### src/pprb_pkg.sv
package pprb_pkg;
   // =====================================================
   // register addresses
   localparam logic [1:0] ADDR_WIPER = 2'h0;
   localparam logic [1:0] ADDR_MODE = 2'h1;
   localparam logic [1:0] ADDR_ACCESS = 2'h2;
   // =====================================================
   // field positions
   localparam int ACC_VOL_BIT = 7;
   localparam int ACC_SHUTDOWN_CONTROL_BIT = 6;
   localparam int ACC_WIP_BIT = 5;
   localparam int MODE_DIV_BIT = 7;
   localparam int MODE_PREC_OFF_BIT = 6;
   localparam int ADDR_SEL_BIT = 2;
   // =====================================================
   // reset and factory values
   localparam logic [6:0] WIPER_POR = 7'h40;
   localparam logic [7:0] IVR_FACTORY = 8'h40;
   localparam logic [7:0] MODE_FACTORY = 8'h00;
   localparam logic VOL_RESET = 1'b0;
   localparam logic SHUTDOWN_CONTROL_RESET = 1'b1;
   localparam logic [6:0] SLAVE_ADDR_BASE = 7'h50;
   // =====================================================
   // timing
   localparam int CLK_PERIOD_NS = 10;
   localparam int NV_WRITE_TIME_MS = 20;
   localparam int NV_WRITE_CYCLES =
      NV_WRITE_TIME_MS * 1000000 / CLK_PERIOD_NS;
   localparam int RECALL_TIME_NS = 1000;
   localparam int RECALL_CYCLES =
      (RECALL_TIME_NS + CLK_PERIOD_NS - 1) / CLK_PERIOD_NS;
endpackage

### src/pprb_sync.sv
`timescale 1ns/1ns
// =====================================================
// two-flop synchroniser for pin inputs
module pprb_sync #(
   parameter int WIDTH = 3
) (
   input wire logic clk_i,
   input wire logic rst_n_i,
   input wire logic [WIDTH-1:0] async_i,
   output logic [WIDTH-1:0] sync_o
);
   logic [WIDTH-1:0] meta_r;

   initial
   begin
      if (WIDTH < 1)
         $error("pprb_sync: WIDTH must be at least 1");
   end

   // idle bus level is high, so reset to ones avoids a fake start
   always_ff @(posedge clk_i or negedge rst_n_i)
   begin
      if (!rst_n_i)
      begin
         meta_r <= '1;
         sync_o <= '1;
      end
      else
      begin
         meta_r <= async_i;
         sync_o <= meta_r;
      end
   end
endmodule

### src/pprb_tap_decoder.sv
`timescale 1ns/1ns
// =====================================================
// one-hot tap switch drive with make before break
module pprb_tap_decoder #(
   parameter int CODE_W = 7
) (
   input wire logic clk_i,
   input wire logic rst_n_i,
   input wire logic [CODE_W-1:0] code_i,
   output logic [(1<<CODE_W)-1:0] tap_o
);
   localparam int TAPS = 1 << CODE_W;
   logic [CODE_W-1:0] cur_r;
   logic [TAPS-1:0] tap_nxt;

   initial
   begin
      if (CODE_W < 1 || CODE_W > 10)
         $error("pprb_tap_decoder: CODE_W out of range");
   end

   // new tap joins the old one first, old drops a cycle later
   for (genvar t = 0; t < TAPS; t++)
   begin : g_tap
      assign tap_nxt[t] = (code_i == CODE_W'(t)) ||
         ((cur_r != code_i) && (cur_r == CODE_W'(t)));
   end

   always_ff @(posedge clk_i or negedge rst_n_i)
   begin
      if (!rst_n_i)
      begin
         cur_r <= pprb_pkg::WIPER_POR[CODE_W-1:0];
         tap_o <= TAPS'(1) << pprb_pkg::WIPER_POR;
      end
      else
      begin
         cur_r <= code_i;
         tap_o <= tap_nxt;
      end
   end

   property p_make_before_break;
      @(posedge clk_i) disable iff (!rst_n_i)
      (code_i != cur_r) |=> (tap_o[$past(cur_r)] && tap_o[$past(code_i)]);
   endproperty
   a_make_before_break: assert property (p_make_before_break)
      else $error("old and new taps not both closed on a change");

   property p_single_tap;
      @(posedge clk_i) disable iff (!rst_n_i)
      ($stable(code_i) && code_i == cur_r) |=>
         (tap_o == (TAPS'(1) << $past(code_i)));
   endproperty
   a_single_tap: assert property (p_single_tap)
      else $error("steady code does not select exactly its tap");
endmodule

### src/pprb_top.sv
`timescale 1ns/1ns
module pprb_top #(
   parameter int NV_WRITE_CYC = pprb_pkg::NV_WRITE_CYCLES
) (
   input wire logic clk_i,
   input wire logic rst_n_i,
   input wire logic factory_init_n_i,
   input wire logic scl_i,
   input wire logic sda_i,
   output logic sda_o,
   output logic sda_oe_o,
   input wire logic address_select_pin_i,
   output logic [6:0] wiper_code_o,
   output logic [127:0] tap_sel_o,
   output logic shutdown_control_o,
   output logic divider_mode_o,
   output logic precision_off_o,
   output logic write_in_progress_o
);
   typedef enum logic [3:0] {
      ST_IDLE, ST_ID, ST_ID_ACK, ST_REG, ST_REG_ACK,
      ST_WDATA, ST_WDATA_ACK, ST_RDATA, ST_RACK, ST_WAIT
   } pprb_state_t;

   initial
   begin
      if (NV_WRITE_CYC < 1 || NV_WRITE_CYC > 4194303)
         $error("pprb_top: NV_WRITE_CYC out of range");
   end

   // =====================================================
   // pin synchronisers and bus event detection
   logic [2:0] pin_s;
   logic scl_s, sda_s, a1_s;
   logic scl_q_r, sda_q_r;
   logic scl_rise, scl_fall, bus_start, bus_stop;

   pprb_sync #(.WIDTH(3)) u_sync (
      .clk_i(clk_i),
      .rst_n_i(rst_n_i),
      .async_i({scl_i, sda_i, address_select_pin_i}),
      .sync_o(pin_s)
   );
   assign scl_s = pin_s[2];
   assign sda_s = pin_s[1];
   assign a1_s = pin_s[0];

   always_ff @(posedge clk_i or negedge rst_n_i)
   begin
      if (!rst_n_i)
      begin
         scl_q_r <= 1'b1;
         sda_q_r <= 1'b1;
      end
      else
      begin
         scl_q_r <= scl_s;
         sda_q_r <= sda_s;
      end
   end

   // start and stop are data edges while the clock stays high
   assign scl_rise = scl_s && !scl_q_r;
   assign scl_fall = !scl_s && scl_q_r;
   assign bus_start = scl_s && scl_q_r && sda_q_r && !sda_s;
   assign bus_stop = scl_s && scl_q_r && !sda_q_r && sda_s;

   // =====================================================
   // register state
   logic [7:0] ivr_r;
   logic [1:0] mode_r;
   logic [6:0] wiper_r;
   logic vol_r, shutdown_control_r, wip_r;
   logic [21:0] nv_cnt_r;
   logic [7:0] recall_cnt_r;
   logic recall_done_r;
   logic pend_r;
   logic [1:0] pend_addr_r;
   logic [7:0] pend_data_r;
   logic commit, nv_commit, wiper_commit, acc_commit;
   logic [7:0] rdata;

   // every write lands at the stop; busy blocks all of them
   assign commit = bus_stop && pend_r && !wip_r;
   assign nv_commit = commit && ((pend_addr_r == pprb_pkg::ADDR_WIPER &&
      !vol_r) || pend_addr_r == pprb_pkg::ADDR_MODE);
   assign wiper_commit = commit && pend_addr_r == pprb_pkg::ADDR_WIPER;
   assign acc_commit = commit && pend_addr_r == pprb_pkg::ADDR_ACCESS;

   // non-volatile cells: only the factory init loads their factory values
   always_ff @(posedge clk_i or negedge factory_init_n_i)
   begin
      if (!factory_init_n_i)
      begin
         ivr_r <= pprb_pkg::IVR_FACTORY;
         mode_r <= pprb_pkg::MODE_FACTORY[7:6];
      end
      else if (nv_commit && pend_addr_r == pprb_pkg::ADDR_WIPER)
         ivr_r <= pend_data_r;
      else if (nv_commit)
         mode_r <= pend_data_r[7:6];
   end

   // power-up recall after the supply settles
   always_ff @(posedge clk_i or negedge rst_n_i)
   begin
      if (!rst_n_i)
      begin
         recall_cnt_r <= 8'h00;
         recall_done_r <= 1'b0;
      end
      else if (!recall_done_r)
      begin
         recall_cnt_r <= recall_cnt_r + 8'h01;
         if (recall_cnt_r == 8'(pprb_pkg::RECALL_CYCLES - 1))
            recall_done_r <= 1'b1;
      end
   end

   // wiper: mid-scale at power-up, then recalled, then written
   always_ff @(posedge clk_i or negedge rst_n_i)
   begin
      if (!rst_n_i)
         wiper_r <= pprb_pkg::WIPER_POR;
      else if (!recall_done_r &&
         recall_cnt_r == 8'(pprb_pkg::RECALL_CYCLES - 1))
         wiper_r <= ivr_r[6:0];
      else if (wiper_commit)
         wiper_r <= pend_data_r[6:0];
   end

   // access control flags
   always_ff @(posedge clk_i or negedge rst_n_i)
   begin
      if (!rst_n_i)
      begin
         vol_r <= pprb_pkg::VOL_RESET;
         shutdown_control_r <= pprb_pkg::SHUTDOWN_CONTROL_RESET;
      end
      else if (acc_commit)
      begin
         vol_r <= pend_data_r[pprb_pkg::ACC_VOL_BIT];
         shutdown_control_r <= pend_data_r[pprb_pkg::ACC_SHUTDOWN_CONTROL_BIT];
      end
   end

   // self-timed write; worst-case time is always waited out
   always_ff @(posedge clk_i or negedge rst_n_i)
   begin
      if (!rst_n_i)
      begin
         wip_r <= 1'b0;
         nv_cnt_r <= 22'h00_0000;
      end
      else if (nv_commit)
      begin
         wip_r <= 1'b1;
         nv_cnt_r <= 22'(NV_WRITE_CYC);
      end
      else if (wip_r)
      begin
         nv_cnt_r <= nv_cnt_r - 22'h00_0001;
         if (nv_cnt_r == 22'h00_0001)
            wip_r <= 1'b0;
      end
   end

   // read mux; reserved bits read as zero, except wiper bit 7, which reads back ivr_r bit 7 while vol_r is clear
   always_comb
   begin
      case (pend_addr_r)
         pprb_pkg::ADDR_WIPER:
            rdata = vol_r ? {1'b0, wiper_r} : ivr_r;
         pprb_pkg::ADDR_MODE:
            rdata = {mode_r, 6'h00};
         pprb_pkg::ADDR_ACCESS:
            rdata = {vol_r, shutdown_control_r, wip_r, 5'h00};
         default:
            rdata = 8'h00;
      endcase
   end

   // =====================================================
   // serial slave engine
   pprb_state_t state_r;
   logic [7:0] shift_r;
   logic [7:0] tx_r;
   logic [3:0] cnt_r;
   logic mack_r;
   logic id_match;

   assign id_match = shift_r[7:1] == (pprb_pkg::SLAVE_ADDR_BASE |
      (7'(a1_s) << pprb_pkg::ADDR_SEL_BIT));

   always_ff @(posedge clk_i or negedge rst_n_i)
   begin
      if (!rst_n_i)
      begin
         state_r <= ST_IDLE;
         shift_r <= 8'h00;
         tx_r <= 8'h00;
         cnt_r <= 4'h0;
         mack_r <= 1'b0;
         sda_oe_o <= 1'b0;
         pend_r <= 1'b0;
         pend_addr_r <= 2'h0;
         pend_data_r <= 8'h00;
      end
      else if (bus_stop)
      begin
         state_r <= ST_IDLE;
         sda_oe_o <= 1'b0;
         pend_r <= 1'b0;
      end
      else if (bus_start && recall_done_r)
      begin
         state_r <= ST_ID;
         cnt_r <= 4'h0;
         sda_oe_o <= 1'b0;
         pend_r <= 1'b0;
      end
      else if (scl_rise)
      begin
         // inputs are taken on the rising clock edge
         if (state_r == ST_ID || state_r == ST_REG ||
            state_r == ST_WDATA || state_r == ST_RDATA)
         begin
            shift_r <= {shift_r[6:0], sda_s};
            cnt_r <= cnt_r + 4'h1;
         end
         else if (state_r == ST_RACK)
            mack_r <= !sda_s;
      end
      else if (scl_fall)
      begin
         // outputs change only after the falling clock edge
         case (state_r)
            ST_ID:
               if (cnt_r == 4'h8)
               begin
                  state_r <= id_match ? ST_ID_ACK : ST_WAIT;
                  sda_oe_o <= id_match;
               end
            ST_ID_ACK:
            begin
               cnt_r <= 4'h0;
               if (shift_r[0])
               begin
                  state_r <= ST_RDATA;
                  tx_r <= rdata;
                  sda_oe_o <= !rdata[7];
               end
               else
               begin
                  state_r <= ST_REG;
                  sda_oe_o <= 1'b0;
               end
            end
            ST_REG:
               if (cnt_r == 4'h8)
               begin
                  state_r <= ST_REG_ACK;
                  pend_addr_r <= shift_r[1:0];
                  sda_oe_o <= 1'b1;
               end
            ST_REG_ACK:
            begin
               state_r <= ST_WDATA;
               cnt_r <= 4'h0;
               sda_oe_o <= 1'b0;
            end
            ST_WDATA:
               if (cnt_r == 4'h8)
               begin
                  state_r <= ST_WDATA_ACK;
                  pend_r <= 1'b1;
                  pend_data_r <= shift_r;
                  sda_oe_o <= 1'b1;
               end
            ST_WDATA_ACK:
            begin
               state_r <= ST_WAIT;
               sda_oe_o <= 1'b0;
            end
            ST_RDATA:
               if (cnt_r == 4'h8)
               begin
                  state_r <= ST_RACK;
                  sda_oe_o <= 1'b0;
               end
               else
                  sda_oe_o <= !tx_r[3'(4'h7 - cnt_r)];
            ST_RACK:
               if (mack_r)
               begin
                  state_r <= ST_RDATA;
                  cnt_r <= 4'h0;
                  tx_r <= rdata;
                  sda_oe_o <= !rdata[7];
               end
               else
                  state_r <= ST_WAIT;
            default:
               sda_oe_o <= 1'b0;
         endcase
      end
   end

   // =====================================================
   // outputs, all registered
   pprb_tap_decoder #(.CODE_W(7)) u_tap (
      .clk_i(clk_i),
      .rst_n_i(rst_n_i),
      .code_i(wiper_r),
      .tap_o(tap_sel_o)
   );

   // pin only ever pulls low, never drives high
   always_ff @(posedge clk_i or negedge rst_n_i)
   begin
      if (!rst_n_i)
      begin
         sda_o <= 1'b0;
         wiper_code_o <= pprb_pkg::WIPER_POR;
         shutdown_control_o <= pprb_pkg::SHUTDOWN_CONTROL_RESET;
         divider_mode_o <= 1'b0;
         precision_off_o <= 1'b0;
         write_in_progress_o <= 1'b0;
      end
      else
      begin
         sda_o <= 1'b0;
         wiper_code_o <= wiper_r;
         shutdown_control_o <= shutdown_control_r;
         divider_mode_o <= mode_r[1];
         precision_off_o <= mode_r[0];
         write_in_progress_o <= wip_r;
      end
   end

   // =====================================================
   // checks
   property p_open_drain;
      @(posedge clk_i) disable iff (!rst_n_i) sda_oe_o |-> !sda_o;
   endproperty
   a_open_drain: assert property (p_open_drain)
      else $error("data pin driven high");

   property p_por_mid;
      @(posedge clk_i) disable iff (!rst_n_i)
      !recall_done_r |-> wiper_r == pprb_pkg::WIPER_POR;
   endproperty
   a_por_mid: assert property (p_por_mid)
      else $error("wiper not mid-scale before recall");

   property p_recall;
      @(posedge clk_i) disable iff (!rst_n_i)
      $rose(recall_done_r) |-> wiper_r == ivr_r[6:0];
   endproperty
   a_recall: assert property (p_recall)
      else $error("wiper not loaded from initial value");

   property p_wip_start;
      @(posedge clk_i) disable iff (!rst_n_i)
      nv_commit |=> wip_r ##1 write_in_progress_o;
   endproperty
   a_wip_start: assert property (p_wip_start)
      else $error("busy flag not set after stop");

   property p_wip_end;
      @(posedge clk_i) disable iff (!rst_n_i)
      (wip_r && nv_cnt_r == 22'h00_0001) |=> !wip_r ##1 !write_in_progress_o;
   endproperty
   a_wip_end: assert property (p_wip_end)
      else $error("busy flag did not clear at end of write");

   property p_wip_blocks;
      @(posedge clk_i) disable iff (!rst_n_i)
      wip_r && recall_done_r |=> $stable(vol_r) && $stable(shutdown_control_r) &&
         $stable(wiper_r);
   endproperty
   a_wip_blocks: assert property (p_wip_blocks)
      else $error("write accepted while busy");

   property p_mirror;
      @(posedge clk_i) disable iff (!rst_n_i)
      (nv_commit && pend_addr_r == pprb_pkg::ADDR_WIPER) |=>
         wiper_r == ivr_r[6:0];
   endproperty
   a_mirror: assert property (p_mirror)
      else $error("initial value write did not reach wiper");

   property p_addr_ack;
      @(posedge clk_i) disable iff (!rst_n_i)
      (scl_fall && state_r == ST_ID && cnt_r == 4'h8) |=>
         sda_oe_o == $past(id_match);
   endproperty
   a_addr_ack: assert property (p_addr_ack)
      else $error("acknowledge does not follow address match");

   property p_vol_target;
      @(posedge clk_i) disable iff (!rst_n_i)
      (commit && vol_r && pend_addr_r == pprb_pkg::ADDR_WIPER) |=>
         $stable(ivr_r) && !wip_r;
   endproperty
   a_vol_target: assert property (p_vol_target)
      else $error("volatile-only write touched initial value");
endmodule

### config.mk
export PLATFORM = sky130hd
export DESIGN_NAME = pprb_top
export DESIGN_NICKNAME = d
export VERILOG_FILES = /design/src/pprb_pkg.sv /design/src/pprb_sync.sv /design/src/pprb_tap_decoder.sv /design/src/pprb_top.sv
export SDC_FILE = /design/constraint.sdc
export NUM_CORES = 1
export LEC_CHECK = 0
export ABC_AREA = 1
export ABC_CLOCK_PERIOD_IN_PS = 4450
export BUFFER_PORTS_ARGS = -buffer_cell sky130_fd_sc_hd__buf_2
export CAP_MARGIN = 10
export CORE_ASPECT_RATIO = 0.9
export CORE_UTILIZATION = 44
export DETAILED_ROUTE_END_ITERATION = 8
export GPL_ROUTABILITY_DRIVEN = 0
export SLEW_MARGIN = 0
export SYNTH_ARGS = -nofsm -noshare
export SYNTH_HDL_FRONTEND = slang
export SYNTH_SLANG_ARGS = --single-unit
### constraint.sdc
create_clock -name clk_i -period 4.45 [get_ports clk_i]
set_input_delay 0.89 -clock clk_i [delete_from_list [all_inputs] [get_ports clk_i]]
set_output_delay 0.89 -clock clk_i [all_outputs]
set_load 0.03 [all_outputs]
Word level (Yosys, flattened, before mapping)
Cells that the tools add are included.
{"block": "classes", "add_sub_neg": 4, "order_cmp": 1, "n_eq_ne": 280, "muxes": 49, "n_bitwise": 5, "n_reduce_logical": 309}
{"operator": "$eq 7x7->1 const B", "n": 128}
{"operator": "$eq 7x6->1 const B", "n": 64}
{"operator": "$eq 7x5->1 const B", "n": 32}
{"operator": "$logic_and 1x1->1", "n": 144}
{"operator": "$logic_or 1x1->1", "n": 132}
{"operator": "$eq 7x4->1 const B", "n": 16}
{"operator": "$mux 4", "n": 15}
{"operator": "$eq 7x3->1 const B", "n": 8}
{"operator": "$mux 22", "n": 2}
{"operator": "$pmux 4 s8", "n": 1}
{"operator": "$eq 7x2->1 const B", "n": 4}
{"operator": "$mux 8", "n": 3}
{"operator": "$pmux 8 s3", "n": 1}
{"operator": "$eq 22x1->1 const B", "n": 1}
{"operator": "$sub 22x1->22 const B", "n": 1}
{"operator": "$mux 1", "n": 20}
{"operator": "$eq 4x3->1 const B", "n": 4}
{"operator": "$ne 4x3->1 const B", "n": 4}
{"operator": "$pmux 8 s2", "n": 1}
{"operator": "$reduce_and 5->1", "n": 3}
{"operator": "$eq 7x1->1 const B", "n": 2}
{"operator": "$logic_not 7->1", "n": 2}
{"operator": "$mux 7", "n": 2}
{"operator": "$reduce_and 7->1", "n": 2}
{"operator": "other kinds (31)", "n": 56}
{"block": "word_totals", "regBits": 235, "in_bits": 6, "output_inout_bits": 141, "elab_cells": 676}

Logic depth before layout (Yosys ltp)
{"block": "logic_depth", "depth_word": 10, "ltp_mapped": 12}

Modules after synthesis
From an unflattened synthesis, not the netlist that was laid out.
{"block": "unflattened", "cells_unflattened": 1437, "area_unflattened_um2": 11858.9}
{"mod": "pprb_tap_decoder", "instances": 1, "cells_per_inst": 793, "area_per_inst_um2": 6557.5}
{"mod": "pprb_top", "instances": 1, "cells_per_inst": 638, "area_per_inst_um2": 5143.7}
{"mod": "pprb_sync", "instances": 1, "cells_per_inst": 6, "area_per_inst_um2": 157.7}

Worst setup path before layout
OpenSTA, ideal clock, no wires.
{"block": "synth_path", "path_type": "reg-to-reg", "from": "register u_sync.sync_o[2]", "to": "register nv_cnt_r[17]", "setup_time_ns": 0.133, "arrival_time_ns": 1.636, "t_required_ns": 4.317, "setup_slack_ns": 2.681, "stages_incl_launch_ff": 9, "n_path_buf": 0, "cell_sequence": "dfstp_2 > ha_1 > nand3_1 > nor2_1 > nand2_1 > nand2_1 > nand2_1 > o21ai_0 > nand3_1"}
{"block": "synth_between", "elab_chain_len": 7, "elab_cells_between_ends": 8, "classes_between": "1 x mux; 7 x reduce/logical"}
{"element": "start: declaration", "line": "pprb_sync.sv:10", "text": "output logic [WIDTH-1:0] sync_o"}
{"element": "start signal: assignment", "line": "pprb_sync.sv:31", "text": "sync_o <= meta_r;"}
{"element": "$logic_and 1x1->1 (*) (3 in series)", "line": "pprb_top.sv:66", "text": "assign bus_stop = scl_s && scl_q_r && !sda_q_r && sda_s;"}
{"element": "$logic_and 1x1->1 (*) (2 in series)", "line": "pprb_top.sv:84", "text": "assign commit = bus_stop && pend_r && !wip_r;"}
{"element": "$logic_and 1x1->1 (*)", "line": "pprb_top.sv:85", "text": "assign nv_commit = commit && ((pend_addr_r == pprb_pkg::ADDR_WIPER &&"}
{"element": "$mux 22 / $reduce_bool 2->1 (equally long branches)"}
{"element": "end signal: assignment", "line": "pprb_top.sv:158", "text": "nv_cnt_r <= 22'(NV_WRITE_CYC);"}
{"element": "end signal: assignment", "line": "pprb_top.sv:162", "text": "nv_cnt_r <= nv_cnt_r - 22'h00_0001;"}
{"element": "end: declaration", "line": "pprb_top.sv:74", "text": "logic [21:0] nv_cnt_r;"}
Mark *: on every way between the ends. The rest lies on a longest branch, timed or not.
A chain may end at the register's enable or synchronous reset.

Worst setup path after layout
{"block": "layout_path", "from": "register u_sync.sync_o[2]", "to": "register nv_cnt_r[19]"}
Same word-level chain as after synthesis.

==> out/results.ini <==
[outcome]
status = finished clean

[global_routing]
met3_usage_pct = 3.79
grt_max_degree = 114
grt.total_usage_pct = 23.5
grt_pass1_vias = 7978
grt_use_met1_pct = 35.1
overflow = 0
grt_first_pass_wirelength_mm = 44.1
grt.busiest_layer = met1
grt_use_met2_pct = 35.1
antenna_found_initial = 0

[place]
portBuffers = 145
dp.cells = 1571
hpwl_mm = 19.3

[synthesis]
syn_area_sq_mm = 0.0103
syn_avg_cell_area_sq_um = 8.87
ys_types = 31
synth_most_common_cell = nand2_1
synth_common_cells = nand2_1 (338), dfrtp_1 (221), o22ai_1 (125)
synthFlopType = dfrtp_1
synth.ff_latch_count = 235
synthesis.nets = 1182
synth_top_cell_by_area = dfrtp_1
synthCells = 1167
synth_area_leaders = dfrtp_1 (53%), nand2_1 (12%), o22ai_1 (7.6%)
synth_top_area_share_pct = 53.4
yosysWarnings = 0
synthArstFlopShare_pct = 100
synth.yosys.seq_area_share_pct = 57.0
synth_edf_count = 0

[finish]
n_antenna_cell = 0
nets = 1317
layout.cells.non_filler = 1619
drive_gt1_share_pct = 17.4
syn_to_final_growth_pct = 18.0
final.fill_count = 2131

[worst_setup_path]
end_kind = flip-flop
arrival_ns = 2.89
path_class = reg -> reg
cp_max_fo = 12
cp.required_ns = 4.85
start_kind = flip-flop

[die]
coreArea_sq_mm = 0.0228
dieHeight_microns = 147
die-area_sq_mm = 0.0241
initial_core_util_pct = 45.4
row_count = 52
io_pins = 147
die_w_microns = 164

[pwr]
power.density_mw_per_mm2 = 404
p_sw_share_pct = 24.8
vdd_ir_drop_max_uv = 348
p_leak_nw = 6.06
p_switching_mw = 1.22
clockPowerShare_pct = 45.6
p_int_mw = 3.71
power.share.combinational_pct = 8.5
seqPwrFrac_pct = 45.9

[timing]
maxSlewViolCount = 0
maxSlewHeadroom_pct = 34.0
fmax_mhz = 401
fin_tns_setup_ns = 0
period_minus_slack_ns = 2.50
rsz0062_at_grt = no
worstMarginPinSlew_ns = 0.987
finalCritPeriodShare_pct = 56.1
hold_violations = 0
finalSetupViolations = 0
finClkSkew_ns = 0.0224

[detailed_routing]
route.detailed.drc = 0
wirelength_mm = 28.3
num_vias = 8524
final_antenna_net_count = 0
avgViaCountPerCell = 5.26
drt_iter0_drc = 868
wl_per_cell_microns = 17.5
drt_pass1_iterations = 5

[clocking]
cts_tree = built
cts_hold_buf = 0
postCtsSetupBuffers = 0
cts-buffers-inserted = 26
clk_latency_ns = 0.54
cts.clk_slew.worst_paths_ns = 0.06
numClockSinks = 235
cts_max_path_buffers = 3
cts_max_level = 1
post_cts_resized = 0
root_buffer = clkbuf_16

[run]
maxCapViolations = 0

[min_path]
hold_class = in -> async

## final timing paths
check	endpoint	startpoint	slack, ns	cells after the start
worst max-delay path	nv_cnt_r[19]	u_sync.sync_o[2]	1.95	8
worst min-delay path	mode_r[0]	factory_init_n_i	0.23	1
worst max register to register	nv_cnt_r[19]	u_sync.sync_o[2]	1.95	8
worst min register to register	u_sync.sync_o[1]	u_sync.meta_r[1]	0.36	0
max in group asynchronous	u_sync.meta_r[2]	rst_n_i	2.97	2
min in group clk_i	u_sync.sync_o[1]	u_sync.meta_r[1]	0.36	0
## through the flow
| stage | hold WS (ns) | setup WS (ns) | power, mW | util (%) | instance area, sq um |
|---|---|---|---|---|---|
| after CTS | 0.210 | 1.97 | 4.98 | 53.6 | 12200 |
| after global placement | 0.346 | 2.06 | 2.72 | 49.6 | 11300 |
| after global routing | 0.218 | 1.67 | 5.14 | 53.6 | 12200 |
| after floorplan | 0.345 | 2.68 | 2.59 | - | 10300 |
| after detailed placement | 0.348 | 1.98 | 2.72 | 49.6 | 11300 |
| final | 0.227 | 1.95 | 4.93 | 53.6 | 12200 |
## routing by layer
metal | part of all wire (%) | up-vias
met5 | 0 | -
met3 | 7.6 | 49
li1 | - | 4143
met1 | 45 | 4021
met2 | 45 | 311
met4 | 2.8 | 0
## kinds of logic (layout without fill, tap and decap cells)
group	Yosys count	after routing	synth area share, %
xor gates and xnor gates	18	18	1.52
DFF	235	235	57.0
adders and majority gates	9	9	1.09
and+or+nand+nor	529	529	21.2
other	1	1	0.0362
buffers and inverters	153	308	6.24
AOI/OAI and AO/OA	222	222	12.9
## placed cells by master, fill, tap and decap left out, drive strengths merged, types with 7 or more instances in the layout
| cell type | instances |
|---|---|
| clkbuf | 38 |
| dfstp | 14 |
| ha | 9 |
| nor3 | 19 |
| o22ai | 129 |
| nand4 | 8 |
| nand2 | 338 |
| a21oi | 23 |
| buf | 151 |
| o21ai | 57 |
| xor2 | 7 |
| xnor2 | 11 |
| nor2 | 102 |
| dfrtp | 221 |
| nand3 | 60 |
| o211ai | 7 |
| inv | 109 |
## power by group through the flow
stage	registers (mW)	logic, mW	clock network, mW
2_1_floorplan	2.28	0.307	0
3_3_place_gp	2.30	0.416	0
3_5_place_dp	2.30	0.420	0
4_1_cts	2.26	0.423	2.30
5_1_grt	2.27	0.492	2.38
6_report	2.27	0.419	2.25
## sequential cells by signal (all words and copies together), names as in the netlist, 3 cells and up
register       cells
tx_r               8
wiper_r            7
u_sync.meta_r      3
state_r            4
u_tap.tap_o      128
u_sync.sync_o      3
nv_cnt_r          22
u_tap.cur_r        7
recall_cnt_r       8
pend_data_r        8
shift_r            8
cnt_r              4
ivr_r              8
## cell type report
cell class,count,area [sq um],share of cell area [%]
inverters,109,409,3.35
repair buffers,151,793,6.50
well taps,297,372,3.04
clock buffers,38,776,6.36
multi-input cells,779,3820,31.3
flip-flops and latches,235,5900,48.3
clock inverters,10,141,1.16
## critical path: stages, from the launching register on
cell and delay (ns):
dfstp_2 0.56, ha_1 0.17, nand3_1 0.16, nor2_1 0.28
nand2_1 0.39, nand2_1 0.37, nand2_1 0.15, o21ai_0 0.19
nand3_1 0.09
Note: power is estimated with default switching activity, not from simulation.
